[src/preload_pkg.sv]
package preload_pkg;

    // Register bus geometry
    localparam int          AXI_AW        = 12;
    localparam int          AXI_DW        = 32;
    localparam int          IDX_W         = 10;
    localparam logic [1:0]  RESP_OKAY     = 2'h0;

    // Register indices; byte address is index times four
    localparam logic [IDX_W-1:0] IDX_SEC_MASK   = 10'h0d5;
    localparam logic [IDX_W-1:0] IDX_EVT_STATUS = 10'h0d6;
    localparam logic [IDX_W-1:0] IDX_PRELOAD    = 10'h0d7;

    // Error mask layout
    localparam int          MASK_BITS     = 7;
    localparam int          EVT_TIMEOUT   = 0;
    localparam int          EVT_DRD_DROP  = 1;
    localparam int          EVT_DWR_DROP  = 2;
    localparam int          EVT_PW_DROP   = 3;
    localparam int          EVT_TGT_ABORT = 4;
    localparam int          EVT_MST_ABORT = 5;
    localparam int          EVT_PAR_ERR   = 6;
    localparam logic [MASK_BITS-1:0] MASK_RESET = 7'h00;

    // Serial ROM image layout
    localparam int          ROM_AW        = 8;
    localparam logic [ROM_AW-1:0] ROM_HDR_ADDR   = 8'h00;
    localparam logic [ROM_AW-1:0] ROM_FIRST_LOAD = 8'h04;
    localparam logic [ROM_AW-1:0] ROM_LAST_ADDR  = 8'h42;
    localparam logic [1:0]  HDR_ENABLE    = 2'h2;
    localparam int          HDR_HI        = 7;
    localparam int          HDR_LO        = 6;

    // Power management setup word fields
    localparam int          PMW_CAP_HI_H  = 15;
    localparam int          PMW_CAP_HI_L  = 10;
    localparam int          PMW_CAP_MID   = 9;
    localparam int          PMW_CAP_LO_H  = 8;
    localparam int          PMW_CAP_LO_L  = 6;
    localparam int          PMW_CSR_H     = 5;
    localparam int          PMW_CSR_L     = 4;
    localparam int          PMW_DATA_EN   = 3;
    localparam int          PMW_BIST      = 2;

    localparam logic [15:0] ARB_RESET     = 16'h0200;

    typedef enum {ST_HDR, ST_READ, ST_COMMIT, ST_DONE, ST_ABORT} load_state_t;

    // Preloaded fields, last ROM byte first so byte 04h lands at bit 0
    typedef struct packed {
        logic [15:0] pm_bist_word;
        logic [7:0]  rsvd_40;
        logic [63:0] pm_data_vals;
        logic [7:0]  sec_err_mask;
        logic [7:0]  pri_err_mask;
        logic [15:0] arb_ctl;
        logic [15:0] chip_ctl1;
        logic [15:0] chip_ctl0;
        logic [31:0] us_mem1_setup;
        logic [31:0] us_io0_setup;
        logic [15:0] exp_rom_setup;
        logic [31:0] ds_mem3_upper;
        logic [31:0] ds_mem3_setup;
        logic [31:0] ds_mem2_setup;
        logic [31:0] ds_io1_setup;
        logic [31:0] ds_mem0_setup;
        logic [7:0]  sec_max_lat;
        logic [7:0]  sec_min_gnt;
        logic [7:0]  sec_base_class;
        logic [7:0]  sec_sub_class;
        logic [7:0]  sec_prog_if;
        logic [7:0]  pri_max_lat;
        logic [7:0]  pri_min_gnt;
        logic [15:0] subsys_id;
        logic [15:0] subsys_vid;
        logic [7:0]  pri_base_class;
        logic [7:0]  pri_sub_class;
        logic [7:0]  pri_prog_if;
    } cfg_t;

    localparam int   CFG_BITS  = $bits(cfg_t);
    localparam cfg_t CFG_RESET = '{arb_ctl: ARB_RESET, default: '0};

    typedef struct packed {
        logic [15:0] pm_cap;
        logic [15:0] pm_csr;
        logic        pm_data_en;
        logic [7:0]  bist;
    } pm_t;

    typedef struct packed {
        logic busy;
        logic enabled;
        logic aborted;
        logic done;
    } load_status_t;

endpackage : preload_pkg

[src/cfg_preload.sv]
//Behaviour
//- Mask bit 0 passes, 1 suppresses error drive; event flag still sets
//- Bit 0: master timeout discard
//- Bit 1: delayed read retry discard
//- Bit 2: delayed write retry discard
//- Bit 3: posted write retry discard
//- Bit 4: target abort on posted write
//- Bit 5: master abort on posted write
//- Bit 6: parity error on posted write
//- Bit 7 reads zero; reset zero
//- Mask loaded by preload or processor
//- Preload only when header bits 10b
//- Bad header: stop, keep reset values
//- Read ascending, shift through chain
//- Bytes 04h-11h: class, subsystem, timing
//- Bytes 12h-2Fh: window setup values
//- Bytes 30h-37h: control words, masks
//- Bytes 38h-42h: power management data
//- Setup word loads capability bits
//- Setup word loads csr, enable, self-test
//- Unmasked event pulses error output
//
// Local design decision: the AXI4-Lite register port.
`timescale 1ns/10ps
module cfg_preload (
    input  wire logic                                aclk,          // Bridge clock
    input  wire logic                                aresetn,       // Sync reset
    input  wire logic [preload_pkg::AXI_AW-1:0]      s_awaddr,      // Write address
    input  wire logic                                s_awvalid,     // Write address valid
    output logic                                     s_awready,     // Write address ready
    input  wire logic [preload_pkg::AXI_DW-1:0]      s_wdata,       // Write data
    input  wire logic [3:0]                          s_wstrb,       // Byte enables
    input  wire logic                                s_wvalid,      // Write data valid
    output logic                                     s_wready,      // Write data ready
    output logic [1:0]                               s_bresp,       // Write response
    output logic                                     s_bvalid,      // Write response valid
    input  wire logic                                s_bready,      // Write response ready
    input  wire logic [preload_pkg::AXI_AW-1:0]      s_araddr,      // Read address
    input  wire logic                                s_arvalid,     // Read address valid
    output logic                                     s_arready,     // Read address ready
    output logic [preload_pkg::AXI_DW-1:0]           s_rdata,       // Read data
    output logic [1:0]                               s_rresp,       // Read response
    output logic                                     s_rvalid,      // Read data valid
    input  wire logic                                s_rready,      // Read data ready
    output logic                                     rom_req,       // ROM byte request
    output logic [preload_pkg::ROM_AW-1:0]           rom_addr,      // ROM byte address
    input  wire logic [7:0]                          rom_data,      // ROM byte
    input  wire logic                                rom_ack,       // ROM byte valid
    input  wire logic [preload_pkg::MASK_BITS-1:0]   us_evt,        // Upstream event pulses
    output logic                                     sec_serr_o,    // Error pin level
    output logic                                     sec_serr_oe_n, // Error pin drive, low
    output logic                                     cfg_retry,     // Host config held off
    output preload_pkg::cfg_t                        cfg_out,       // Preloaded fields
    output preload_pkg::pm_t                         pm_out         // Power mgmt fields
);
    logic                              aw_hold_ff, nxt_aw_hold;
    logic [preload_pkg::AXI_AW-1:0]    aw_addr_ff, nxt_aw_addr;
    logic                              w_hold_ff, nxt_w_hold;
    logic [preload_pkg::AXI_DW-1:0]    w_data_ff, nxt_w_data;
    logic [3:0]                        w_strb_ff, nxt_w_strb;
    logic                              awready_ff, nxt_awready;
    logic                              wready_ff, nxt_wready;
    logic                              bvalid_ff, nxt_bvalid;
    logic                              arready_ff, nxt_arready;
    logic                              rvalid_ff, nxt_rvalid;
    logic [preload_pkg::AXI_DW-1:0]    rdata_ff, nxt_rdata;
    logic                              wr_fire;
    logic [preload_pkg::IDX_W-1:0]     wr_idx;
    logic [preload_pkg::IDX_W-1:0]     rd_idx;

    logic [preload_pkg::CFG_BITS-1:0]  chain_ff, nxt_chain;
    preload_pkg::cfg_t                 cfg_ff, nxt_cfg;
    preload_pkg::cfg_t                 chain_view;
    preload_pkg::pm_t                  pm_ff, nxt_pm;
    logic [preload_pkg::MASK_BITS-1:0] mask_ff, nxt_mask;
    logic                              retry_ff, nxt_retry;

    logic                              byte_vld;
    logic [7:0]                        byte_val;
    logic                              commit;
    preload_pkg::load_status_t         ld_status;
    logic [preload_pkg::MASK_BITS-1:0] flags;
    logic                              flag_clr_we;

    rom_loader u_loader (
        .aclk        (aclk),
        .aresetn     (aresetn),
        .rom_req_ff  (rom_req),
        .rom_addr_ff (rom_addr),
        .rom_data    (rom_data),
        .rom_ack     (rom_ack),
        .byte_vld_ff (byte_vld),
        .byte_ff     (byte_val),
        .commit_ff   (commit),
        .status_ff   (ld_status)
    );

    serr_gate u_serr (
        .aclk         (aclk),
        .aresetn      (aresetn),
        .evt          (us_evt),
        .mask         (mask_ff),
        .clr_we       (flag_clr_we),
        .clr_bits     (w_data_ff[preload_pkg::MASK_BITS-1:0]),
        .flags_ff     (flags),
        .serr_o_ff    (sec_serr_o),
        .serr_oe_n_ff (sec_serr_oe_n)
    );

    // Register bus: write path
    assign wr_fire = aw_hold_ff && w_hold_ff && !bvalid_ff;
    assign wr_idx  = aw_addr_ff[preload_pkg::AXI_AW-1:2];
    assign rd_idx  = s_araddr[preload_pkg::AXI_AW-1:2];
    assign flag_clr_we = wr_fire && w_strb_ff[0] && (wr_idx == preload_pkg::IDX_EVT_STATUS);

    always_comb begin
        nxt_aw_hold = aw_hold_ff;
        nxt_aw_addr = aw_addr_ff;
        nxt_w_hold  = w_hold_ff;
        nxt_w_data  = w_data_ff;
        nxt_w_strb  = w_strb_ff;
        nxt_bvalid  = bvalid_ff;
        if (s_awvalid && awready_ff) begin
            nxt_aw_hold = 1'b1;
            nxt_aw_addr = s_awaddr;
        end
        if (s_wvalid && wready_ff) begin
            nxt_w_hold = 1'b1;
            nxt_w_data = s_wdata;
            nxt_w_strb = s_wstrb;
        end
        if (wr_fire) begin
            nxt_aw_hold = 1'b0;
            nxt_w_hold  = 1'b0;
            nxt_bvalid  = 1'b1;
        end
        if (bvalid_ff && s_bready) begin
            nxt_bvalid = 1'b0;
        end
        nxt_awready = !nxt_aw_hold && !nxt_bvalid;
        nxt_wready  = !nxt_w_hold && !nxt_bvalid;
    end

    always_ff @(posedge aclk) begin
        if (!aresetn) begin
            aw_hold_ff <= 1'b0;
            aw_addr_ff <= '0;
            w_hold_ff  <= 1'b0;
            w_data_ff  <= '0;
            w_strb_ff  <= 4'h0;
            bvalid_ff  <= 1'b0;
            awready_ff <= 1'b0;
            wready_ff  <= 1'b0;
        end else begin
            aw_hold_ff <= nxt_aw_hold;
            aw_addr_ff <= nxt_aw_addr;
            w_hold_ff  <= nxt_w_hold;
            w_data_ff  <= nxt_w_data;
            w_strb_ff  <= nxt_w_strb;
            bvalid_ff  <= nxt_bvalid;
            awready_ff <= nxt_awready;
            wready_ff  <= nxt_wready;
        end
    end

    assign s_awready = awready_ff;
    assign s_wready  = wready_ff;
    assign s_bvalid  = bvalid_ff;
    assign s_bresp   = preload_pkg::RESP_OKAY;

    // Register bus: read path, data captured when the address is taken
    always_comb begin
        nxt_arready = arready_ff;
        nxt_rvalid  = rvalid_ff;
        nxt_rdata   = rdata_ff;
        if (s_arvalid && arready_ff) begin
            nxt_arready = 1'b0;
            nxt_rvalid  = 1'b1;
            if (rd_idx == preload_pkg::IDX_SEC_MASK) begin
                nxt_rdata = {{(preload_pkg::AXI_DW-preload_pkg::MASK_BITS){1'b0}}, mask_ff};
            end else if (rd_idx == preload_pkg::IDX_EVT_STATUS) begin
                nxt_rdata = {{(preload_pkg::AXI_DW-preload_pkg::MASK_BITS){1'b0}}, flags};
            end else if (rd_idx == preload_pkg::IDX_PRELOAD) begin
                nxt_rdata = {{(preload_pkg::AXI_DW-$bits(ld_status)){1'b0}}, ld_status};
            end else begin
                nxt_rdata = '0;
            end
        end
        if (rvalid_ff && s_rready) begin
            nxt_rvalid  = 1'b0;
            nxt_arready = 1'b1;
        end
    end

    always_ff @(posedge aclk) begin
        if (!aresetn) begin
            arready_ff <= 1'b0;
            rvalid_ff  <= 1'b0;
            rdata_ff   <= '0;
        end else begin
            arready_ff <= (arready_ff || rvalid_ff) ? nxt_arready : 1'b1;
            rvalid_ff  <= nxt_rvalid;
            rdata_ff   <= nxt_rdata;
        end
    end

    assign s_arready = arready_ff;
    assign s_rvalid  = rvalid_ff;
    assign s_rdata   = rdata_ff;
    assign s_rresp   = preload_pkg::RESP_OKAY;

    // Scan chain: bytes enter at the top and move toward bit 0
    assign chain_view = preload_pkg::cfg_t'(chain_ff);

    always_comb begin
        nxt_chain = chain_ff;
        if (byte_vld) begin
            nxt_chain = {byte_val, chain_ff[preload_pkg::CFG_BITS-1:8]};
        end
    end

    // Targets change only at commit (mask also on a register write), so an aborted load leaves reset values
    always_comb begin
        nxt_cfg   = cfg_ff;
        nxt_pm    = pm_ff;
        nxt_mask  = mask_ff;
        nxt_retry = retry_ff;
        if (wr_fire && w_strb_ff[0] && (wr_idx == preload_pkg::IDX_SEC_MASK)) begin
            nxt_mask = w_data_ff[preload_pkg::MASK_BITS-1:0];
        end
        if (commit) begin
            nxt_cfg  = chain_view;
            nxt_mask = chain_view.sec_err_mask[preload_pkg::MASK_BITS-1:0];
            nxt_pm.pm_cap[14:9] = chain_view.pm_bist_word[preload_pkg::PMW_CAP_HI_H:preload_pkg::PMW_CAP_HI_L];
            nxt_pm.pm_cap[5]    = chain_view.pm_bist_word[preload_pkg::PMW_CAP_MID];
            nxt_pm.pm_cap[2:0]  = chain_view.pm_bist_word[preload_pkg::PMW_CAP_LO_H:preload_pkg::PMW_CAP_LO_L];
            nxt_pm.pm_csr[14:13] = chain_view.pm_bist_word[preload_pkg::PMW_CSR_H:preload_pkg::PMW_CSR_L];
            nxt_pm.pm_data_en    = chain_view.pm_bist_word[preload_pkg::PMW_DATA_EN];
            nxt_pm.bist[7]       = chain_view.pm_bist_word[preload_pkg::PMW_BIST];
        end
        if (ld_status.done || ld_status.aborted) begin
            nxt_retry = 1'b0;
        end
    end

    always_ff @(posedge aclk) begin
        if (!aresetn) begin
            chain_ff <= '0;
            cfg_ff   <= preload_pkg::CFG_RESET;
            pm_ff    <= '0;
            mask_ff  <= preload_pkg::MASK_RESET;
            retry_ff <= 1'b1;
        end else begin
            chain_ff <= nxt_chain;
            cfg_ff   <= nxt_cfg;
            pm_ff    <= nxt_pm;
            mask_ff  <= nxt_mask;
            retry_ff <= nxt_retry;
        end
    end

    assign cfg_out   = cfg_ff;
    assign pm_out    = pm_ff;
    assign cfg_retry = retry_ff;
endmodule : cfg_preload

[src/rom_loader.sv]
`timescale 1ns/10ps
module rom_loader (
    input  wire logic                            aclk,         // Bridge clock
    input  wire logic                            aresetn,      // Sync reset
    output logic                                 rom_req_ff,   // Byte request level
    output logic [preload_pkg::ROM_AW-1:0]       rom_addr_ff,  // Byte address
    input  wire logic [7:0]                      rom_data,     // Returned byte
    input  wire logic                            rom_ack,      // Byte valid
    output logic                                 byte_vld_ff,  // Shift strobe
    output logic [7:0]                           byte_ff,      // Byte to shift
    output logic                                 commit_ff,    // Chain complete
    output preload_pkg::load_status_t            status_ff     // Loader state
);
    preload_pkg::load_state_t          state_ff, nxt_state;
    logic                              nxt_rom_req;
    logic [preload_pkg::ROM_AW-1:0]    nxt_rom_addr;
    logic                              nxt_byte_vld;
    logic [7:0]                        nxt_byte;
    logic                              nxt_commit;
    preload_pkg::load_status_t         nxt_status;

    always_comb begin
        nxt_state    = state_ff;
        nxt_rom_req  = rom_req_ff;
        nxt_rom_addr = rom_addr_ff;
        nxt_byte_vld = 1'b0;
        nxt_byte     = byte_ff;
        nxt_commit   = 1'b0;
        case (state_ff)
            preload_pkg::ST_HDR: begin
                nxt_rom_req = 1'b1;
                if (rom_ack) begin
                    if (rom_data[preload_pkg::HDR_HI:preload_pkg::HDR_LO] == preload_pkg::HDR_ENABLE) begin
                        nxt_state    = preload_pkg::ST_READ;
                        nxt_rom_addr = rom_addr_ff + 1'b1;
                    end else begin
                        nxt_state   = preload_pkg::ST_ABORT;
                        nxt_rom_req = 1'b0;
                    end
                end
            end
            preload_pkg::ST_READ: begin
                if (rom_ack) begin
                    // Reserved bytes 01h..03h are read and dropped
                    if (rom_addr_ff >= preload_pkg::ROM_FIRST_LOAD) begin
                        nxt_byte_vld = 1'b1;
                        nxt_byte     = rom_data;
                    end
                    if (rom_addr_ff == preload_pkg::ROM_LAST_ADDR) begin
                        nxt_state   = preload_pkg::ST_COMMIT;
                        nxt_rom_req = 1'b0;
                    end else begin
                        nxt_rom_addr = rom_addr_ff + 1'b1;
                    end
                end
            end
            preload_pkg::ST_COMMIT: begin
                nxt_commit = 1'b1;
                nxt_state  = preload_pkg::ST_DONE;
            end
            default: begin
                nxt_rom_req = 1'b0;
            end
        endcase
        nxt_status.busy    = (nxt_state == preload_pkg::ST_HDR) || (nxt_state == preload_pkg::ST_READ)
                             || (nxt_state == preload_pkg::ST_COMMIT);
        nxt_status.enabled = (nxt_state != preload_pkg::ST_HDR) && (nxt_state != preload_pkg::ST_ABORT);
        nxt_status.aborted = (nxt_state == preload_pkg::ST_ABORT);
        nxt_status.done    = (nxt_state == preload_pkg::ST_DONE);
    end

    always_ff @(posedge aclk) begin
        if (!aresetn) begin
            state_ff    <= preload_pkg::ST_HDR;
            rom_req_ff  <= 1'b0;
            rom_addr_ff <= preload_pkg::ROM_HDR_ADDR;
            byte_vld_ff <= 1'b0;
            byte_ff     <= 8'h00;
            commit_ff   <= 1'b0;
            status_ff   <= '{busy: 1'b1, default: 1'b0};
        end else begin
            state_ff    <= nxt_state;
            rom_req_ff  <= nxt_rom_req;
            rom_addr_ff <= nxt_rom_addr;
            byte_vld_ff <= nxt_byte_vld;
            byte_ff     <= nxt_byte;
            commit_ff   <= nxt_commit;
            status_ff   <= nxt_status;
        end
    end
endmodule : rom_loader

[src/serr_gate.sv]
`timescale 1ns/10ps
module serr_gate (
    input  wire logic                              aclk,          // Bridge clock
    input  wire logic                              aresetn,       // Sync reset
    input  wire logic [preload_pkg::MASK_BITS-1:0] evt,           // Event pulses
    input  wire logic [preload_pkg::MASK_BITS-1:0] mask,          // 1 suppresses
    input  wire logic                              clr_we,        // W1C strobe
    input  wire logic [preload_pkg::MASK_BITS-1:0] clr_bits,      // W1C data
    output logic      [preload_pkg::MASK_BITS-1:0] flags_ff,      // Sticky flags
    output logic                                   serr_o_ff,     // Pin level
    output logic                                   serr_oe_n_ff   // Low drives
);
    logic [preload_pkg::MASK_BITS-1:0] nxt_flags;
    logic [preload_pkg::MASK_BITS-1:0] pass;
    logic                              nxt_oe_n;

    genvar g;
    generate
        for (g = 0; g < preload_pkg::MASK_BITS; g++) begin : g_evt
            assign pass[g] = evt[g] && !mask[g];
        end
    endgenerate

    always_comb begin
        // Set wins over a clear in the same cycle
        nxt_flags = (flags_ff & ~(clr_bits & {preload_pkg::MASK_BITS{clr_we}})) | evt;
        nxt_oe_n  = !(|pass);
    end

    always_ff @(posedge aclk) begin
        if (!aresetn) begin
            flags_ff     <= '0;
            serr_o_ff    <= 1'b0;
            serr_oe_n_ff <= 1'b1;
        end else begin
            flags_ff     <= nxt_flags;
            serr_o_ff    <= 1'b0;
            serr_oe_n_ff <= nxt_oe_n;
        end
    end
endmodule : serr_gate

[config.mk]
export PLATFORM = sky130hd
export DESIGN_NAME = cfg_preload
export DESIGN_NICKNAME = d
export VERILOG_FILES = /design/src/preload_pkg.sv /design/src/cfg_preload.sv /design/src/rom_loader.sv /design/src/serr_gate.sv
export SDC_FILE = /design/constraint.sdc
export NUM_CORES = 2
export LEC_CHECK = 0
export BUFFER_PORTS_ARGS = -buffer_cell sky130_fd_sc_hd__buf_2
export CORE_UTILIZATION = 56
export CTS_CLUSTER_SIZE = 10
export DETAILED_ROUTE_END_ITERATION = 10
export GPL_ROUTABILITY_DRIVEN = 0
export PLACE_DENSITY_LB_ADDON = 0.08
export SKIP_LAST_GASP = 1
export SLEW_MARGIN = 10
export SYNTH_ARGS = -nofsm -noshare
export SYNTH_HDL_FRONTEND = slang
export SYNTH_SLANG_ARGS = --single-unit
[constraint.sdc]
create_clock -name aclk -period 2.02 [get_ports aclk]
set_input_delay 0.101 -clock aclk [delete_from_list [all_inputs] [get_ports aclk]]
set_output_delay 0.101 -clock aclk [all_outputs]
set_load 0.05 [all_outputs]
==> impl_metrics.tcl <==
set metrics [dict create \
    status "completed" \
    dpl.hpwl_mm 65.3 \
    initialDrtViolationCount 1680 \
    antenna_found_initial 13 \
    min_to "s_arready" \
    crit_buf_inv 3 \
    tns_ns 0 \
    die-area_mm2 0.0714 \
    critical_path_class "flip-flop to flip-flop" \
    synthArstFlopShare_pct 0 \
    synthSimpleGateAreaFrac_pct 11.9 \
    hold_ws_ns 0.0836 \
    ys_ff_latch 1111 \
    total_power_mw 43.6 \
    synth_compound_area_share_pct 1.38 \
    syn_area_mm2 0.0394 \
    min_delay_path_depth 4 \
    grt.overflow.total 0 \
    p_per_area_mw_per_mm2 913 \
    reg2reg_depth 8 \
    synth_xor_area_share_pct 0.0222 \
    cp_slowest_cell "dfxtp_1" \
    fin_skew_ns 0.0170 \
    clk-insertion-delay-late_ns 0.69 \
    holdCritPathClass "input port to flip-flop" \
    maxCapViolations 0 \
    clock.fmax_ghz 0.520 \
    io_buffers 591 \
    required_ns 2.62 \
    rows 96 \
    postRouteAntennaNets 0 \
    synth-seq-area-share_pct 56.5 \
    cts_tree "yes" \
    nets 4436 \
    grt.total_usage_pct 25.8 \
    fin_cells 5316 \
    synth_edf_count 0 \
    synth_cell_type_count 50 \
    cts_sinks 1111 \
    swShare_pct 21.5 \
    wire_per_inst_um 17.9 \
    area_growth_pct 21.3 \
    ys_warn_count 0 \
    rrSetupSlack_ns 0.1 \
    grt_pass1_wl_mm 145 \
    synth_flop_cell "dfxtp_1" \
    timing.final.setup_violations 0 \
    final_core_util_pct 69.1 \
    die_w_um 267 \
    worstPathCellList "nor4_2 -> nand4_1 -> or2_4 -> buf_6 -> a2111oi_4 -> buf_4 -> buf_12 -> mux2i_1" \
    grt_pass1_vias 25600 \
    switching_power_mw 9.35 \
    cts_made_buffers 130 \
    critical_path.reg2reg.startpoint "u_loader.state_ff[17]" \
    min_from "s_arvalid" \
    timing.final.crit_share_pct 95.1 \
    pwr-share-comb_pct 2.6 \
    clkPwrFrac_pct 46.8 \
    crit_fanout 6 \
    clockBufferDepth 3 \
    slew_violations 0 \
    path_delay_family "simple AND/OR/NAND/NOR gates" \
    cts_root_buf "clkbuf_16" \
    cpPeakStageDelay_ns 0.31 \
    htreeDepth 4 \
    reg2reg_to "u_loader.byte_ff[1]" \
    tightestPinTransition_ns 0.754 \
    die_h_um 267 \
    dr.pass1.iters 5 \
    fillers 5461 \
    yosys-mux-area-fraction_pct 26.3 \
    end_kind "flip-flop" \
    initial_core_util_pct 57.0 \
    drive_above_1_share_pct 19.3 \
    power_frac_seq_pct 50.6 \
    rsz0062_at_grt "true" \
    grt_max_degree 86 \
    coreArea_mm2 0.0691 \
    finalWirelength_mm 95.3 \
    vias 27200 \
    synth_fa_ha_area_share_pct 0.0953 \
    path_clk_slew_ns 0.05 \
    p_leak_nw 18.3 \
    drc 0 \
    synth_area_per_cell_um2 10.5 \
    viasPerCell 5.11 \
    cp.arrival_ns 2.53 \
    synth_top_family_by_area "multiplexers" \
    synthCells 3749 \
    peakVddDrop_mv 0.706 \
    final.min_clock_period_ns 1.92 \
    finalHoldViolations 0 \
    internal_power_mw 34.2 \
    slew-limit-headroom_pct 49.7 \
    dp.cells 5089 \
    cp-start-kind "flip-flop" \
    io_pins 681 \
]
==> area by class of cell <==
| cell class | count | area, µm² | share of cell area, % |
|---|---|---|---|
| Antenna cell | 11 | 27.5 | 0.0576 |
| Inverter | 14 | 60.1 | 0.126 |
| Clock inverter | 10 | 140 | 0.293 |
| Multi-Input combinational cell | 2363 | 15900 | 33.2 |
| Tap cell | 931 | 1160 | 2.44 |
| Sequential cell | 1111 | 22300 | 46.6 |
| Clock buffer | 146 | 3440 | 7.20 |
| Timing Repair Buffer | 730 | 4790 | 10.0 |
==> power groups by stage <==
stage	logic (mW)	clock network, mW	registers [mW]
2_1_floorplan	0.738	0	22.6
3_3_place_gp	1.05	0	22.5
3_5_place_dp	1.05	0	22.5
4_1_cts	1.14	20.9	22.0
5_1_grt	1.23	21.8	22.0
6_report	1.15	20.4	22.0
==> worst max-delay path by stage <==
stage	startpoint	endpoint	slack, ns	cells after the start
detailed placement	u_loader.state_ff[14]	u_loader.byte_ff[7]	0.01	7
CTS	u_loader.state_ff[14]	u_loader.byte_ff[1]	0.006	7
global route	u_loader.state_ff[17]	u_loader.byte_ff[1]	-0.02	8
finish	u_loader.state_ff[17]	u_loader.byte_ff[1]	0.1	8
global placement	u_loader.state_ff[6]	u_loader.byte_ff[5]	0.04	7
floorplan	u_loader.rom_addr_ff[5]	u_loader.state_ff[0]	0.05	5
==> flip-flops by register name, summed over array words and instances, names as in the netlist, 4 cells and up <==
signal / flops
w_data_ff: 7
u_loader.state_ff: 32
aw_addr_ff: 10
cfg_out: 504
u_loader.status_ff: 4
u_serr.flags_ff: 7
s_rdata: 7
u_loader.byte_ff: 8
u_loader.rom_addr_ff: 8
chain_ff: 504
mask_ff: 7
==> through the flow <==
stage | setup WS, ns | area, µm²
after floorplan | 0.0458 | 39600
after global placement | 0.0378 | 43500
after detailed placement | 0.00968 | 43500
after CTS | 0.00647 | 47600
after global routing | -0.0155 | 47700
final | 0.0980 | 47800
==> metal layers <==
layer  wire length, µm  up-vias  track usage [%]
met2             45900      603             42.2
met3              6080      128             7.79
li1                  -    13600                -
met4              2270        4             8.15
met1             41000    12900             32.5
met5                27        -                0
==> cell usage after synthesis, drive strengths merged, types with 2 or more instances <==
cell / n / area, µm²
dfxtp: 1111 / 22200
nor2: 1034 / 3880
mux2i: 1027 / 10300
clkbuf: 165 / 619
buf: 152 / 848
nand2: 74 / 278
and2: 33 / 206
a21oi: 22 / 110
o21ai: 18 / 90.1
inv: 14 / 52.6
a31oi: 9 / 56.3
nor4: 9 / 56.3
a211oi: 7 / 52.6
a221oi: 7 / 61.3
mux2: 5 / 56.3
nand2b: 5 / 31.3
nor3: 5 / 25.0
nor2b: 4 / 25.0
and4b: 3 / 30.0
ha: 3 / 37.5
nand4: 3 / 18.8
o22ai: 3 / 18.8
o31ai: 3 / 22.5
a2111oi: 2 / 36.3
a41o: 2 / 20.0
and3: 2 / 12.5
nand3: 2 / 10.0
nand4b: 2 / 17.5
nor3b: 2 / 15.0
nor4b: 2 / 17.5
o311ai: 2 / 17.5
o41ai: 2 / 17.5
or2: 2 / 12.5
or3: 2 / 12.5
or4: 2 / 15.0
==> worst register-to-register path: cells and delay by family (launching register included) <==
kind	cells	cell delay [ns]
AND/OR/NAND/NOR	3	0.75
flip-flops	1	0.31
multiplexers	1	0.19
AO/OA/AOI/OAI	1	0.17
buffers and inverters	3	0.44
==> timing repair <==
item | in CTS | in global routing
gates resized for setup | 1 | 11
pin swaps | 0 | 3
hold buffers | 58 | 0
endpoints found under the hold margin | 94 | 0
buffers inserted | 0 | 1
endpoints found under the setup margin | 4 | 23
cloned | 0 | 1
==> kinds of logic (layout without fill, tap and decap cells) <==
group | count (synthesis) | in the layout
buf+inv | 331 | 900
compound gates | 82 | 82
fa+ha+maj | 3 | 3
flops | 1111 | 1111
mux | 1032 | 1032
simple gates | 1188 | 1188
other cells | 1 | 68
xor+xnor | 1 | 1
==> cell usage in the layout (no fill, tap or decap), types with 3 or more instances in the layout <==
cell / synthesis / routed
nor2b_1: 4 / 4
clkbuf_1: 165 / 9
nor2_1: 1033 / 1033
nand2b_1: 5 / 5
inv_6: 0 / 4
and2_1: 33 / 33
nand4_1: 3 / 3
dlygate4sd3_1: 0 / 58
nor3_1: 5 / 5
buf_4: 71 / 29
buf_2: 9 / 591
o21ai_0: 18 / 18
diode_2: 0 / 11
nand2_1: 74 / 74
inv_1: 13 / 13
o22ai_1: 3 / 3
ha_1: 3 / 3
nor4_2: 0 / 5
a221oi_1: 7 / 7
clkinv_8: 0 / 4
a31oi_1: 9 / 9
a211oi_1: 7 / 7
conb_1: 1 / 57
nor4_1: 9 / 3
o31ai_1: 3 / 3
a21oi_1: 22 / 22
clkbuf_16: 0 / 136
dfxtp_1: 1111 / 1105
mux2_2: 5 / 5
buf_12: 0 / 50
dfxtp_2: 0 / 4
and4b_1: 3 / 3
mux2i_1: 1027 / 1027
No activity file was read; power rests on OpenSTA's default activity.
